--- config.mk ---
export PLATFORM = sky130hd
export DESIGN_NAME = apc_ctrl
export DESIGN_NICKNAME = d
export VERILOG_FILES = /design/src/inc/apc_pkg.sv /design/src/logic/apc_ctrl.sv /design/src/logic/apc_sar.sv
export SDC_FILE = /design/constraint.sdc
export NUM_CORES = 1
export LEC_CHECK = 0
export ABC_AREA = 0
export BUFFER_PORTS_ARGS = -buffer_cell sky130_fd_sc_hd__buf_2
export CORE_ASPECT_RATIO = 1.4
export CORE_MARGIN = 10
export CORE_UTILIZATION = 58
export DETAILED_ROUTE_END_ITERATION = 10
export PLACE_DENSITY_LB_ADDON = 0.08
export SLEW_MARGIN = 20
export SYNTH_ARGS = -nofsm -noshare
export SYNTH_HDL_FRONTEND = slang
export SYNTH_HIERARCHICAL = 1
export SYNTH_SLANG_ARGS = --single-unit
--- constraint.sdc ---
create_clock -name ref_clk -period 2.7 [get_ports ref_clk]
set_clock_uncertainty 0.2 [all_clocks]
set_input_delay 0.27 -clock ref_clk [delete_from_list [all_inputs] [get_ports ref_clk]]
set_output_delay 0.27 -clock ref_clk [all_outputs]
set_load 0.1 [all_outputs]
--- src/inc/apc_pkg.sv ---
// Notes on behaviour
// - Chip select high: ignore strobes, float bus
// - Write strobe latches eight-bit control word
// - Unipolar straight binary, bipolar two's complement
// - Byte select low: result bits 7..0
// - Byte select high: bits 9,8, sign fill when bipolar, zero fill when unipolar
// - Control word field layout, bit 7 down
// - Single-ended: input n against common return
// - Pseudo-differential pairs, bit 0 picks polarity
// - Reset: external clock, done flag high
// - Ten microsecond internal reset, no conversions
// - Power-down keeps port alive, no converting
// - Standby wakes on write strobe rise
// - Shutdown waits for running conversion end
// - Write strobe rise leaves shutdown
// - One step per reference over 1024
// - Sequential cycle: 1+3+13+2 clocks
// - Overlapped write shortens cycle to 16
// - Done flag low on result, high on access
// - Power field encodings and clock mode
`default_nettype none
package apc_pkg;
    // ***********************************
    // Clock and widths
    // ***********************************
    localparam int REF_CLK_MHZ = 200;  // Core clock rate
    localparam int RES_BITS    = 10;   // Result width
    localparam int CTRL_BITS   = 8;    // Control word width
    localparam int CH_BITS     = 3;    // Channel field width

    // ***********************************
    // Control word field positions
    // ***********************************
    localparam int PWR_HI_POS = 7;  // Power select high bit
    localparam int PWR_LO_POS = 6;  // Power select low bit
    localparam int ACQ_POS    = 5;  // Sample mode select
    localparam int CFG_POS    = 4;  // Input config select
    localparam int POL_POS    = 3;  // Polarity select
    localparam int CH_HI_POS  = 2;  // Channel field top bit

    // ***********************************
    // Power select encodings
    // ***********************************
    localparam logic [1:0] PWR_SHDN = 2'h0;  // Full shutdown
    localparam logic [1:0] PWR_STBY = 2'h1;  // Standby
    localparam logic [1:0] PWR_INT  = 2'h2;  // Normal, internal clock
    localparam logic [1:0] PWR_EXT  = 2'h3;  // Normal, external clock

    // Reset word: normal power, external clock, unipolar
    localparam logic [7:0] CTRL_RST = 8'hD8;

    // ***********************************
    // Timing
    // ***********************************
    localparam int POR_TIME_NS = 10000;  // Internal reset time
    // Least time, so rounded up
    localparam int POR_CYCLES =
        (POR_TIME_NS * REF_CLK_MHZ + 999) / 1000;
    localparam int ACQ_CYCLES  = 3;   // Acquisition clocks
    localparam int CONV_CYCLES = 13;  // Conversion clocks
    // Internal clock: whole conversion in 3.6 us
    localparam int INT_CONV_TIME_NS = 3600;
    // Longest period per step, so rounded down
    localparam int INT_DIV_CYCLES =
        (INT_CONV_TIME_NS * REF_CLK_MHZ) / (1000 * CONV_CYCLES);
endpackage
`default_nettype wire

--- src/logic/apc_ctrl.sv ---
`timescale 1ns/1ps
`default_nettype none
module apc_ctrl #(
    parameter int NUM_INPUTS = 8,
    parameter int INT_DIV    = apc_pkg::INT_DIV_CYCLES
) (
    input  wire logic                          ref_clk,
    input  wire logic                          rst,
    input  wire logic                          cs_n,
    input  wire logic                          wr_n,
    input  wire logic                          rd_n,
    input  wire logic                          upper_byte_select,
    input  wire logic                          conv_clk,
    input  wire logic [apc_pkg::CTRL_BITS-1:0] data_in,
    output logic [apc_pkg::CTRL_BITS-1:0]      data_out,
    output logic                               data_oe,
    output logic                               done_n,
    input  wire logic                          cmp_in,
    output logic [apc_pkg::RES_BITS-1:0]       trial_code,
    output logic                               track_en,
    output logic [apc_pkg::CH_BITS-1:0]        pos_sel,
    output logic [apc_pkg::CH_BITS-1:0]        neg_sel,
    output logic                               neg_is_com,
    output logic                               ext_clk_mode,
    output logic                               standby,
    output logic                               shutdown
);
    // ***********************************
    // Elaboration checks
    // ***********************************
    // Only the four and eight input variants exist
    if (NUM_INPUTS != 4 && NUM_INPUTS != 8) begin : g_chk_in
        $error("apc_ctrl: NUM_INPUTS must be 4 or 8");
    end
    // Divider counter is six bits wide
    if (INT_DIV < 1 || INT_DIV > 64) begin : g_chk_div
        $error("apc_ctrl: INT_DIV out of range");
    end

    // ***********************************
    // Types
    // ***********************************
    // Main sequencer states, one-hot
    typedef enum logic [5:0] {
        ST_POR  = 6'h01,  // Internal reset running
        ST_IDLE = 6'h02,  // Powered, waiting for a word
        ST_ACQ  = 6'h04,  // Tracking the input
        ST_CONV = 6'h08,  // Approximation running
        ST_STBY = 6'h10,  // Standby power-down
        ST_SHDN = 6'h20   // Full shutdown
    } apc_state_t;

    // All control state of the block
    typedef struct packed {
        apc_state_t                     st;       // Sequencer
        logic [apc_pkg::CTRL_BITS-1:0]  ctrl;     // Active word
        logic                           ext_clk;  // Clock mode
        logic                           wr_lo;    // Write strobe held
        logic [apc_pkg::CTRL_BITS-1:0]  din;      // Bus sample
        logic                           clk_hi;   // Gated pin clock
        logic [11:0]                    cnt;      // Reset / acq count
        logic [5:0]                     div;      // Internal divider
        logic                           tick;     // Internal step
        logic [apc_pkg::RES_BITS-1:0]   res;      // Formatted result
        logic                           bip;      // Result polarity
        logic                           done_n;   // Done flag
        logic [apc_pkg::CTRL_BITS-1:0]  dout;     // Bus drive value
        logic                           oe;       // Bus enable
        logic                           track;    // Track enable
        logic                           go;       // SAR start pulse
        logic [apc_pkg::CH_BITS-1:0]    pos;      // Positive input
        logic [apc_pkg::CH_BITS-1:0]    neg;      // Negative input
        logic                           neg_com;  // Negative is common
        logic                           stby;     // Standby flag
        logic                           shdn;     // Shutdown flag
    } apc_regs_t;

    // ***********************************
    // Constants local to this block
    // ***********************************
    localparam logic [11:0] POR_LAST = 12'(apc_pkg::POR_CYCLES - 1);
    localparam logic [11:0] ACQ_LAST = 12'(apc_pkg::ACQ_CYCLES - 1);
    localparam logic [5:0]  DIV_LAST = 6'(INT_DIV - 1);

    // ***********************************
    // Signals
    // ***********************************
    apc_regs_t s_r;    // Registered state
    apc_regs_t s_nxt;  // Next state

    logic                          wr_rise;   // End of a write
    logic                          rd_lo;     // Read access active
    logic                          clk_rise;  // Pin clock edge
    logic                          step;      // One conversion clock
    logic                          sar_done;  // Result ready pulse
    logic [apc_pkg::RES_BITS-1:0]  sar_res;   // Raw offset code
    logic [apc_pkg::RES_BITS-1:0]  fmt_res;   // Result after polarity
    logic [1:0]                    new_pwr;   // Latched power field
    logic [1:0]                    act_pwr;   // Active power field
    logic [apc_pkg::CH_BITS-1:0]   new_ch;    // Latched channel

    // ***********************************
    // Strobe and clock qualification
    // ***********************************
    // Strobes count only while chip select is low
    assign wr_rise  = s_r.wr_lo & (wr_n | cs_n);
    assign rd_lo    = ~rd_n & ~cs_n;
    // Pin clock ignored while deselected
    assign clk_rise = ~cs_n & conv_clk & ~s_r.clk_hi;
    // Conversion clock from pin or internal divider
    assign step     = s_r.ext_clk ? clk_rise : s_r.tick;

    // ***********************************
    // Field extraction
    // ***********************************
    assign new_pwr = s_r.din[apc_pkg::PWR_HI_POS:apc_pkg::PWR_LO_POS];
    assign act_pwr = s_r.ctrl[apc_pkg::PWR_HI_POS:apc_pkg::PWR_LO_POS];
    // Small variant has no upper four inputs
    assign new_ch = (NUM_INPUTS == 4)
        ? {1'b0, s_r.din[apc_pkg::CH_HI_POS-1:0]}
        : s_r.din[apc_pkg::CH_HI_POS:0];

    // Bipolar flips the MSB of the offset code
    assign fmt_res = s_r.ctrl[apc_pkg::POL_POS]
        ? sar_res
        : {~sar_res[apc_pkg::RES_BITS-1],
           sar_res[apc_pkg::RES_BITS-2:0]};

    // ***********************************
    // Approximation engine
    // ***********************************
    apc_sar #(
        .BITS  (apc_pkg::RES_BITS),
        .STEPS (apc_pkg::CONV_CYCLES)
    ) u_sar (
        .ref_clk (ref_clk),
        .rst     (rst),
        .start   (s_r.go),
        .step    (step),
        .cmp_in  (cmp_in),
        .trial   (trial_code),
        .result  (sar_res),
        .done    (sar_done)
    );

    // ***********************************
    // Next-state logic
    // ***********************************
    always_comb begin
        s_nxt      = s_r;
        s_nxt.go   = 1'b0;
        s_nxt.tick = 1'b0;

        // Sample pins every cycle
        s_nxt.wr_lo  = ~wr_n & ~cs_n;
        s_nxt.clk_hi = conv_clk & ~cs_n;
        if (~wr_n & ~cs_n) begin
            // Hold the last bus value seen in the strobe
            s_nxt.din = data_in;
        end

        // Internal clock divider, idle in external mode
        if (s_r.ext_clk) begin
            s_nxt.div = 6'h00;
        end else if (s_r.div == DIV_LAST) begin
            s_nxt.div  = 6'h00;
            s_nxt.tick = 1'b1;
        end else begin
            s_nxt.div = s_r.div + 6'h01;
        end

        // Read side: bus enable follows the access
        s_nxt.oe = rd_lo;
        if (upper_byte_select) begin
            // Top two bits, sign filled when bipolar
            s_nxt.dout = {{6{s_r.bip & s_r.res[9]}}, s_r.res[9:8]};
        end else begin
            s_nxt.dout = s_r.res[7:0];
        end
        // First read cycle releases the done flag
        if (rd_lo) begin
            s_nxt.done_n = 1'b1;
        end

        // Sequencer
        case (s_r.st)
            ST_POR: begin
                // Writes are not honoured until reset ends
                if (s_r.cnt == POR_LAST) begin
                    s_nxt.cnt = 12'h000;
                    s_nxt.st  = ST_IDLE;
                end else begin
                    s_nxt.cnt = s_r.cnt + 12'h001;
                end
            end
            ST_ACQ: begin
                if (s_r.ctrl[apc_pkg::ACQ_POS]) begin
                    // External acquisition: next write ends tracking
                    if (wr_rise) begin
                        s_nxt.track = 1'b0;
                        s_nxt.go    = 1'b1;
                        s_nxt.st    = ST_CONV;
                    end
                end else if (step) begin
                    if (s_r.cnt == ACQ_LAST) begin
                        s_nxt.track = 1'b0;
                        s_nxt.go    = 1'b1;
                        s_nxt.st    = ST_CONV;
                    end else begin
                        s_nxt.cnt = s_r.cnt + 12'h001;
                    end
                end
            end
            ST_CONV: begin
                if (sar_done) begin
                    // Result stays until the next completion
                    s_nxt.res    = fmt_res;
                    s_nxt.bip    = ~s_r.ctrl[apc_pkg::POL_POS];
                    s_nxt.done_n = 1'b0;
                    // Power-down only after the conversion ends
                    case (act_pwr)
                        apc_pkg::PWR_SHDN: begin
                            s_nxt.st   = ST_SHDN;
                            s_nxt.shdn = 1'b1;
                        end
                        apc_pkg::PWR_STBY: begin
                            s_nxt.st   = ST_STBY;
                            s_nxt.stby = 1'b1;
                        end
                        default: begin
                            s_nxt.st = ST_IDLE;
                        end
                    endcase
                end
            end
            ST_IDLE, ST_STBY, ST_SHDN: begin
                // Port stays live; nothing converts here
                s_nxt.track = 1'b0;
            end
            default: begin
                s_nxt.st = ST_POR;
            end
        endcase

        // New control word, outside the reset phase and external-acquisition tracking
        if (wr_rise && (s_r.st != ST_POR) &&
            !(s_r.st == ST_ACQ && s_r.ctrl[apc_pkg::ACQ_POS])) begin
            s_nxt.ctrl = s_r.din;
            // Power-down codes keep the old clock mode
            if (new_pwr == apc_pkg::PWR_INT) begin
                s_nxt.ext_clk = 1'b0;
            end else if (new_pwr == apc_pkg::PWR_EXT) begin
                s_nxt.ext_clk = 1'b1;
            end
            // Wake from either power-down on the write edge
            s_nxt.stby  = 1'b0;
            s_nxt.shdn  = 1'b0;
            // Overlapped write restarts tracking at once
            s_nxt.st    = ST_ACQ;
            s_nxt.cnt   = 12'h000;
            s_nxt.track = 1'b1;
            // A completion in the same cycle keeps the flag low
            if (!(s_r.st == ST_CONV && sar_done)) begin
                s_nxt.done_n = 1'b1;
            end
            // Input routing from the new word
            if (s_r.din[apc_pkg::CFG_POS]) begin
                s_nxt.pos     = new_ch;
                s_nxt.neg     = new_ch;
                s_nxt.neg_com = 1'b1;
            end else begin
                // Pair chosen by upper bits, bit 0 picks the plus side
                s_nxt.pos     = new_ch;
                s_nxt.neg     = {new_ch[2:1], ~new_ch[0]};
                s_nxt.neg_com = 1'b0;
            end
        end

        // A completion in the same cycle as a read wins
        if (s_r.st == ST_CONV && sar_done) begin
            s_nxt.done_n = 1'b0;
        end
    end

    // ***********************************
    // State register
    // ***********************************
    // Reset acts as the power-on reset of the part
    always_ff @(posedge ref_clk) begin
        if (rst) begin
            s_r         <= '0;
            s_r.st      <= ST_POR;
            s_r.ctrl    <= apc_pkg::CTRL_RST;
            s_r.ext_clk <= 1'b1;
            s_r.done_n  <= 1'b1;
            s_r.neg_com <= 1'b1;
        end else begin
            s_r <= s_nxt;
        end
    end

    // ***********************************
    // Outputs, all from flops
    // ***********************************
    assign data_out     = s_r.dout;
    assign data_oe      = s_r.oe;
    assign done_n       = s_r.done_n;
    assign track_en     = s_r.track;
    assign pos_sel      = s_r.pos;
    assign neg_sel      = s_r.neg;
    assign neg_is_com   = s_r.neg_com;
    assign ext_clk_mode = s_r.ext_clk;
    assign standby      = s_r.stby;
    assign shutdown     = s_r.shdn;
endmodule
`default_nettype wire

--- src/logic/apc_sar.sv ---
`timescale 1ns/1ps
`default_nettype none
module apc_sar #(
    parameter int BITS  = 10,
    parameter int STEPS = 13
) (
    input  wire logic            ref_clk,
    input  wire logic            rst,
    input  wire logic            start,
    input  wire logic            step,
    input  wire logic            cmp_in,
    output logic [BITS-1:0]      trial,
    output logic [BITS-1:0]      result,
    output logic                 done
);
    // ***********************************
    // Elaboration checks
    // ***********************************
    if (BITS < 2 || STEPS < BITS || STEPS > 15) begin : g_chk
        $error("apc_sar: unsupported BITS or STEPS");
    end

    // ***********************************
    // State
    // ***********************************
    typedef struct packed {
        logic            busy;  // Conversion running
        logic [3:0]      cnt;   // Step counter
        logic [BITS-1:0] mask;  // Bit under trial
        logic [BITS-1:0] code;  // Trial code to DAC
        logic [BITS-1:0] res;   // Last result
        logic            done;  // Done pulse
    } apc_sar_t;

    apc_sar_t s_r;    // Registered state
    apc_sar_t s_nxt;  // Next state

    // Bit decisions, then idle steps to fill the cycle count
    always_comb begin
        s_nxt      = s_r;
        s_nxt.done = 1'b0;
        if (start) begin
            // Restart wins over a pending step
            s_nxt.busy = 1'b1;
            s_nxt.cnt  = 4'h0;
            s_nxt.mask = {1'b1, {(BITS-1){1'b0}}};
            s_nxt.code = {1'b1, {(BITS-1){1'b0}}};
        end else if (s_r.busy && step) begin
            if (s_r.mask != '0) begin
                // Comparator high: input above trial minus half step
                s_nxt.code = (cmp_in ? s_r.code : (s_r.code & ~s_r.mask))
                             | (s_r.mask >> 1);
                s_nxt.mask = s_r.mask >> 1;
            end
            s_nxt.cnt = s_r.cnt + 4'h1;
            if (s_r.cnt == 4'(STEPS - 1)) begin
                s_nxt.busy = 1'b0;
                s_nxt.done = 1'b1;
                s_nxt.res  = s_r.code;
            end
        end
    end

    // State register
    always_ff @(posedge ref_clk) begin
        if (rst) begin
            s_r <= '0;
        end else begin
            s_r <= s_nxt;
        end
    end

    assign trial  = s_r.code;
    assign result = s_r.res;
    assign done   = s_r.done;
endmodule
`default_nettype wire

After elaboration in Yosys (flattened, before gate mapping)

Cells that the tools add are included.

Bitwise operators: 21
Multiplexer cells: 38
$add $sub $neg: 3
Reduce and logical (&&, ||, !) cells: 33
Equal/unequal tests: 28

Operators by type and width:

| kind                                                                    | number |
|---|---|
| 12-bit 2-to-1 mux                                                       | 5 |
| 36-bit 2-to-1 mux                                                       | 1 |
| 6-bit 2-to-1 mux                                                        | 6 |
| 25-bit 2-to-1 mux                                                       | 1 |
| 12-bit one-hot mux with 2 select lines                                  | 1 |
| 6-bit one-hot mux with 4 select lines                                   | 1 |
| 10-bit 2-to-1 mux                                                       | 2 |
| 20-bit 2-to-1 mux                                                       | 1 |
| 12-bit by 1-bit adder with 12-bit output, second input constant         | 1 |
| 12-bit by 11-bit equality test with 1-bit output, second input constant | 1 |
| 12-bit by 2-bit equality test with 1-bit output, second input constant  | 1 |
| 6-bit equality test, second input constant                              | 2 |
| 6-bit one-hot mux with 2 select lines                                   | 1 |
| 6-bit AND reduction                                                     | 2 |
| 1-bit 2-to-1 mux                                                        | 11 |
| 11-bit 2-to-1 mux                                                       | 1 |
| 1-bit inverter                                                          | 11 |
| 10-bit bitwise AND                                                      | 1 |
| 2-bit 2-to-1 mux                                                        | 5 |
| 10-bit inverter                                                         | 1 |
| 10-bit by 9-bit OR with 10-bit output                                   | 1 |
| 2-bit AND reduction                                                     | 5 |
| 10-bit nonzero test                                                     | 1 |
| 2-bit nonzero test                                                      | 5 |
| other kinds (29)                                                        | 55 |

Flip-flop bits (word level): 112
Input bits: 16
Output and inout port bits: 31

Depth between registers and ports, before layout

Gate-level depths: netlist of the first run.

Depth in word-level cells: 8
Gate-level depth with buffers: 8
Mapped depth without buffers: 7

Hierarchy

The synthesis of the first run kept the hierarchy.

Modules (own cells, without submodules):

| module   | cells an instance | area an instance (um^2) | seq. area each (um^2) | instances |
|---|---|---|---|---|
| apc_ctrl | 361               | 3,037.9                 | 1,401.3               | 1 |
| apc_sar  | 181               | 1,496.4                 | 720.7                 | 1 |

Worst setup path after synthesis of the first run

No wires, ideal clock.

Path kind: register to register
From: reg s_r (netlist bit ext_clk_mode)
To: reg s_r[44] (netlist bit)
Data arrival time: 2,279 ps
Stages on the path, launching flop included: 6
Required time: 2,430 ps
Period minus slack after synthesis: 2,549 ps
Path slack: 151 ps
Path through: dfxtp_1 > nand4bb_1 > a21oi_2 > a31oi_4 > or4_1 > a21oi_1

Word-level cells in the longest chain between the ends: 3

RTL lines:

| element                                                    | RTL line        | source |
|---|---|---|
| from (decl)                                                | apc_ctrl.sv:88  | `apc_regs_t s_r;` |
| from (signal assigned)                                     | apc_ctrl.sv:298 | `s_r <= s_nxt;` |
| 1-bit 2-to-1 mux                                           | apc_ctrl.sv:111 | `assign step = s_r.ext_clk ? clk_rise : s_r.tick;` |
| 2-bit by 1-bit inequality test with 1-bit output (no line) | --              |  |
| 4-bit AND reduction (no line)                              | --              |  |

No other way between the ends.
A chain may end at the register's enable or synchronous reset.

Final worst setup path of the first run

From: in cs_n
To: reg s_r[44] (netlist bit)

Word-level cells in the longest chain between the ends: 6
Elaborated cells on any way between the ends: 11
Classes of those cells: eq/ne: 1; mux: 1; bitwise: 5; reduce/logical: 4

RTL lines:

| element                                                    | RTL line        | source |
|---|---|---|
| from (decl)                                                | apc_ctrl.sv:9   | `input wire logic cs_n,` |
| 1-bit inverter                                             | apc_ctrl.sv:109 | `assign clk_rise = ~cs_n & conv_clk & ~s_r.clk_hi;` |
| 1-bit bitwise AND (2 in series)                            | apc_ctrl.sv:109 |  |
| 1-bit 2-to-1 mux                                           | apc_ctrl.sv:111 |  |
| 2-bit by 1-bit inequality test with 1-bit output (no line) | --              |  |
| 4-bit AND reduction (no line)                              | --              |  |

Parallel ways exist; a longest one is shown, timed or not.

==> flow_metrics.py, run 1 <==
metrics = {
    "status": {
        "status": "finished clean",
    },
    "routing": {
        "drtIter0Drc": 176,
        "drcViolationCount": 0,
        "postRouteAntennaNets": 0,
        "dr.pass1.iters": 5,
        "via_count": 3612,
        "wl_per_cell_um": 14.6,
        "wl_mm": 9.66,
        "vias_per_cell": 5.44,
    },
    "clock_tree": {
        "h-tree-depth": 3,
        "cts_resized": 0,
        "cts.sinks": 106,
        "hold_buffers": 12,
        "post_cts_buffers": 0,
        "numCtsBuffers": 9,
        "cts_max_path_buffers": 2,
        "cts_tree": "yes",
        "cts.reportedPaths.clkPinSlew_ns": 0.09,
        "cts_root_buffer": "clkbuf_8",
        "clkLatencyLatePin_ns": 0.37,
    },
    "synthesis": {
        "syn_nets": 564,
        "seq_area_frac_synth": 0.468,
        "synth_top_family_by_area": "simple AND/OR/NAND/NOR gates",
        "synth.ff_latch_count": 106,
        "synthesis.area_sq_um": 4530,
        "yosys.area.top_type": "dfxtp_1",
        "synth_flop_cell": "dfxtp_1",
        "synthTopCellsByArea": "dfxtp_1 (47%), a21oi_1 (8.3%), nand2_1 (6.7%)",
        "synthAdderAreaFrac": 0.0166,
        "yosys_warnings": 6,
        "synth_edf_count": 0,
        "netlist.area_leader.share": 0.468,
        "synth_compound_area_frac": 0.168,
        "netlist_instances": 542,
        "synthXorXnorAreaFrac": 0.0193,
        "synth_area_per_cell_sq_um": 8.37,
        "synthArstFlopShare": 0,
        "synthMuxAreaShare": 0.0110,
        "yosys.area_share.simple": 0.217,
        "yosysUniqueCellTypes": 56,
    },
    "finish": {
        "area_growth_pct": 7.64,
        "final_cell_mix": "dfxtp_1 (106), nand2_1 (81), a21oi_1 (75)",
        "n_fill_cell": 752,
        "design_area_sq_um": 4880,
        "regArea_sq_um": 2120,
        "drive_gt1_frac": 0.145,
        "multi_input_area_sq_um": 1960,
        "mostFrequentLayoutCell": "dfxtp_1",
        "antenna_cells": 0,
        "layout.nets": 582,
    },
    "worst_setup_path": {
        "critPathCaptureType": "flip-flop",
        "start_kind": "primary input",
        "crit_fanout": 19,
        "path_class": "in -> reg",
        "crit_arrival_ns": 2.41,
        "crit_required_ns": 2.80,
    },
    "placement": {
        "gp_congestion": 0.916,
        "portBuffers": 46,
        "dpl.hpwl_mm": 6.98,
        "place_area_sq_um": 4580,
    },
    "grt": {
        "grt_max_degree": 40,
        "grt_pass1_vias": 3504,
        "grt-ovfl-total": 0,
        "grtUsageTotal": 0.170,
        "antenna_found_initial": 0,
        "grt_pass1_wl_mm": 16.6,
    },
    "run": {
        "drv_cap": 0,
    },
    "min_path": {
        "hp-class": "in -> reg",
    },
    "timing": {
        "setup_viol": 0,
        "max_freq_ghz": 0.434,
        "tightest_slew_ns": 0.623,
        "rsz0062_at_grt": "false",
        "max_slew_margin": 0.583,
        "timing.setup.tns_ns": 0,
        "slew_viol_final": 0,
        "final.min_clock_period_ns": 2.31,
        "hold_violations": 0,
        "period_share": 0.854,
    },
    "floorplan": {
        "start_util": 0.589,
        "die_area_sq_um": 11800,
        "die-height_um": 125,
        "rows": 38,
        "die_w_um": 94.7,
        "pin_count": 47,
        "core_area_sq_um": 7700,
    },
    "pwr": {
        "powerDensity_nw_per_um2": 631,
        "vdd_drop_max_mv": 0.356,
        "leakage_nw": 1.80,
    },
}
[cells by family (layout without fill, tap and decap cells)]
logic type      after synthesis  count (layout)
simple gates                202             202
compound gates              132             132
mux                           5               5
fa+ha+maj                     6               6
xor+xnor                     10              10
buf+inv                      81             103
flops                       106             106
[final timing paths]
check	start	end	slack (ns)	cells past startpoint
worst max-delay path	cs_n	s_r[44]	0.39	7
worst min-delay path	upper_byte_select	data_out[0]	0.07	3
worst max register to register	s_r[75]	s_r[44]	0.40	5
worst min register to register	s_r[28]	s_r[28]	0.26	2
[sequential cells by signal (all words and copies together) (netlist names)]
name,count
data_oe,1
done_n,1
new_ch,3
standby,1
s_r,48
shutdown,1
new_pwr,2
u_sar/result,10
track_en,1
act_pwr,2
neg_sel,1
data_out,8
u_sar/done,1
u_sar/s_r,15
ext_clk_mode,1
u_sar/trial,10
[cell type report]
cell class | instances | share of cell area
tap | 100 | 0.0256
timing repair buffer | 67 | 0.0856
clock inverter | 5 | 0.00795
inverter | 21 | 0.0161
clock buffer | 10 | 0.0282
sequential | 106 | 0.435
multi-input combinational | 355 | 0.402
[power breakdown]
part	switching [mW]	total, mW	internal, mW
Sequential	0.0494	1.66	1.61
Clock	0.536	0.898	0.362
Combinational	0.319	0.521	0.201
Total	0.904	3.08	2.17
[cell usage after synthesis, drive strengths merged, types with 6 or more instances]
library cell and n:
nand3 36, or3 8, inv 21, nor2 28
buf 47, nand2b 9, dfxtp 106, clkbuf 13
nand2 81, xnor2 6, a21oi 77, o21ai 31
ha 6, nor3 9
[per-stage QoR]
stage | cells | utilization | setup slack (ns) | hold WS [ns] | power, mW
after floorplan | 542 | - | 0.151 | 0.135 | 2.08
after global routing | 664 | 0.634 | 0.163 | 0.0870 | 3.24
after detailed placement | 637 | 0.595 | 0.439 | 0.247 | 2.20
after global placement | 637 | 0.595 | 0.467 | 0.240 | 2.19
after CTS | 664 | 0.634 | 0.386 | 0.0559 | 3.10
final | 664 | 0.634 | 0.393 | 0.0654 | 3.08
[per-layer routing]
| layer | global-route usage | vias up | wire [um] |
|---|---|---|---|
| met5 | 0 | - | 0 |
| met4 | 0.0601 | 0 | 133 |
| met3 | 0.0428 | 11 | 432 |
| met2 | 0.282 | 65 | 4870 |
| met1 | 0.206 | 1674 | 4230 |
| li1 | - | 1862 | - |
[critical path, stage by stage]
cell,delay (ns)
dlygate4sd3_1,0.53
buf_2,0.17
nand4bb_1,0.22
a21oi_2,0.29
a31oi_4,0.23
or4_1,0.54
a21oi_1,0.15
Note: power is estimated with default switching activity, not from simulation.
==> run 2: changes to the inputs <==
--- a/config.mk
+++ b/config.mk
@@ -9,9 +9,8 @@
 export BUFFER_PORTS_ARGS = -buffer_cell sky130_fd_sc_hd__buf_2
 export CORE_ASPECT_RATIO = 1.4
 export CORE_MARGIN = 10
-export CORE_UTILIZATION = 58
+export CORE_UTILIZATION = 40
 export DETAILED_ROUTE_END_ITERATION = 10
-export PLACE_DENSITY_LB_ADDON = 0.08
 export SLEW_MARGIN = 20
 export SYNTH_ARGS = -nofsm -noshare
 export SYNTH_HDL_FRONTEND = slang
==> run 2 against run 1 <==
Power grew 10%. Die area increased by 36%. Sequential share of layout area down 1.1 points. Critical path depth shrank 2. Final area is 2.5% higher. Worst hold slack got worse by 0.050 ns. Combinational power shrank 2%. Sequential power barely moved. Clock power increased by 37%. First-iteration DRC count fell by 9.7%. Count of clock-buffer cells in the layout unchanged. Fmax down 0.79%.
==> flow_metrics.py, run 2 (synthesis gave the netlist of run 1 again) <==
metrics = {
    "clock_tree": {
        "h-tree-depth": 3,
        "cts_root_buffer": "clkbuf_16",
        "numCtsBuffers": 9,
        "cts_max_path_buffers": 2,
        "clkLatencyLatePin_ns": 0.34,
        "post_cts_buffers": 0,
        "cts.sinks": 106,
        "cts_tree": "yes",
        "cts_resized": 0,
        "cts.reportedPaths.clkPinSlew_ns": 0.07,
    },
    "floorplan": {
        "die_area_sq_um": 16100,
        "rows": 45,
        "die_w_um": 110,
        "die-height_um": 146,
        "start_util": 0.413,
        "pin_count": 47,
        "core_area_sq_um": 11000,
    },
    "timing": {
        "setup_viol": 0,
        "fin_ws_ns": 0.375,
        "tightest_slew_ns": 0.596,
        "max_slew_margin": 0.599,
        "holdWs_ns": 0.0150,
        "slew_viol_final": 0,
        "hold_violations": 0,
        "rsz0062_at_grt": "false",
        "period_share": 0.861,
        "max_freq_ghz": 0.430,
        "timing.setup.tns_ns": 0,
        "final.min_clock_period_ns": 2.33,
    },
    "routing": {
        "drcViolationCount": 0,
        "vias_per_cell": 5.18,
        "dr.pass1.iters": 5,
        "wl_mm": 9.89,
        "via_count": 3644,
        "drtIter0Drc": 159,
        "wl_per_cell_um": 14.1,
        "postRouteAntennaNets": 0,
    },
    "worst_setup_path": {
        "critPathTopFamily": "simple AND/OR/NAND/NOR gates",
        "r2r_start": "s_r[75]",
        "reg2reg_slack_ns": 0.37,
        "critPathCaptureType": "flip-flop",
        "crit_fanout": 19,
        "start_kind": "flip-flop",
        "crit_arrival_ns": 2.39,
        "crit_required_ns": 2.77,
        "crit_buf_inv": 0,
        "path_class": "reg -> reg",
        "worst_path_max_delay_cell": "nor4_1",
        "path_depth": 5,
        "critPathMaxStageDelay_ns": 0.58,
        "timing.rr.end": "s_r[46]",
        "worstRegToRegCells": 5,
        "crit_chain": "nor4_1, and3_4, a31oi_4, or4_1, a21oi_1",
    },
    "finish": {
        "regMostFlops": "s_r",
        "mostFrequentLayoutCell": "dfxtp_1",
        "drive_gt1_frac": 0.146,
        "layout.nets": 579,
        "largest_reg_flops": 48,
        "area_growth_pct": 10.3,
        "final_cell_mix": "dfxtp_1 (106), nand2_1 (81), a21oi_1 (75)",
        "top_regs": "s_r x48, u_sar/s_r x15",
        "antenna_cells": 0,
        "final_util": 0.456,
    },
    "grt": {
        "grt_max_degree": 33,
        "grt_pass1_wl_mm": 16.7,
        "grt-ovfl-total": 0,
        "antenna_found_initial": 0,
        "grt_pass1_vias": 3578,
        "grtUsageTotal": 0.127,
    },
    "placement": {
        "portBuffers": 46,
        "place_ws_ns": 0.417,
        "gp_congestion": 0.901,
        "dpl.hpwl_mm": 7.28,
    },
    "pwr": {
        "comb_power_share": 0.150,
        "vdd_drop_max_mv": 0.393,
        "seqPwrFrac": 0.489,
        "clock_power_share": 0.361,
        "internal_power_mw": 2.44,
        "p_sw_frac": 0.283,
        "powerDensity_nw_per_um2": 679,
        "power_mw": 3.40,
        "p_sw_mw": 0.961,
        "leakage_nw": 1.83,
    },
    "min_path": {
        "hp-class": "in -> reg",
        "hold-path-endpoint": "s_r[51]",
        "hold_depth": 2,
        "min_from": "conv_clk",
    },
    "run": {
        "drv_cap": 0,
    },
    "status": {
        "status": "finished clean",
    },
}
run 2: cell count changes in the layout (fill, tap and decap cells not counted):
cell           before  now
dlygate4sd3_1      12    9
inv_6               2    3
clkbuf_16           0    9
clkbuf_1            0    1
clkbuf_8           10    0
run 2: final cells by class:
cell class,count,area [sq um]
repair buffers,64,388
multi-input cells,355,1960
fillers,1073,5980
clock inverters,6,47.5
well taps,141,176
inverters,21,78.8
clock buffers,10,229
flip-flops and latches,106,2120
run 2: power by group through the flow:
stage	registers, mW	logic [mW]	clock network (mW)
3_3_place_gp	1.70	0.479	0
5_1_grt	1.67	0.564	1.33
3_5_place_dp	1.70	0.496	0
2_1_floorplan	1.71	0.376	0
4_1_cts	1.66	0.509	1.26
6_report	1.66	0.508	1.23
run 2: worst register-to-register path: stages, from the launching register on:
cell     delay (ns)
dfxtp_1        0.36
nor4_1         0.58
and3_4         0.33
a31oi_4        0.09
or4_1          0.54
a21oi_1        0.15
run 2: worst max-delay path by stage:
stage                            start      end  slack (ns)
after floorplan           ext_clk_mode  s_r[44]        0.15
after global placement         s_r[75]  s_r[44]        0.45
after detailed placement       s_r[75]  s_r[46]        0.42
after CTS                      s_r[75]  s_r[46]        0.41
after global routing           s_r[75]  s_r[48]        0.23
final                          s_r[75]  s_r[46]        0.37
run 2: routing by layer:
layer  routed length (um)  share of wire  GRT usage  vias up
li1                     -              -          -     1871
met1                 4290           0.43      0.149     1685
met2                 4820           0.49      0.203       74
met3                  564          0.057     0.0328       14
met4                  215          0.022     0.0685        0
met5                    0              0          0        -
run 2: timing repair:
item                                   in CTS  in global routing
hold buffers                                9                  0
setup endpoints to repair                   0                  0
endpoints found under the hold margin       9                  0
run 2: per-stage QoR:
step	instance area, sq um	std cells
after floorplan	4530	542
after global placement	4640	678
after detailed placement	4640	678
after CTS	5000	703
after global routing	5000	703
final	5000	703
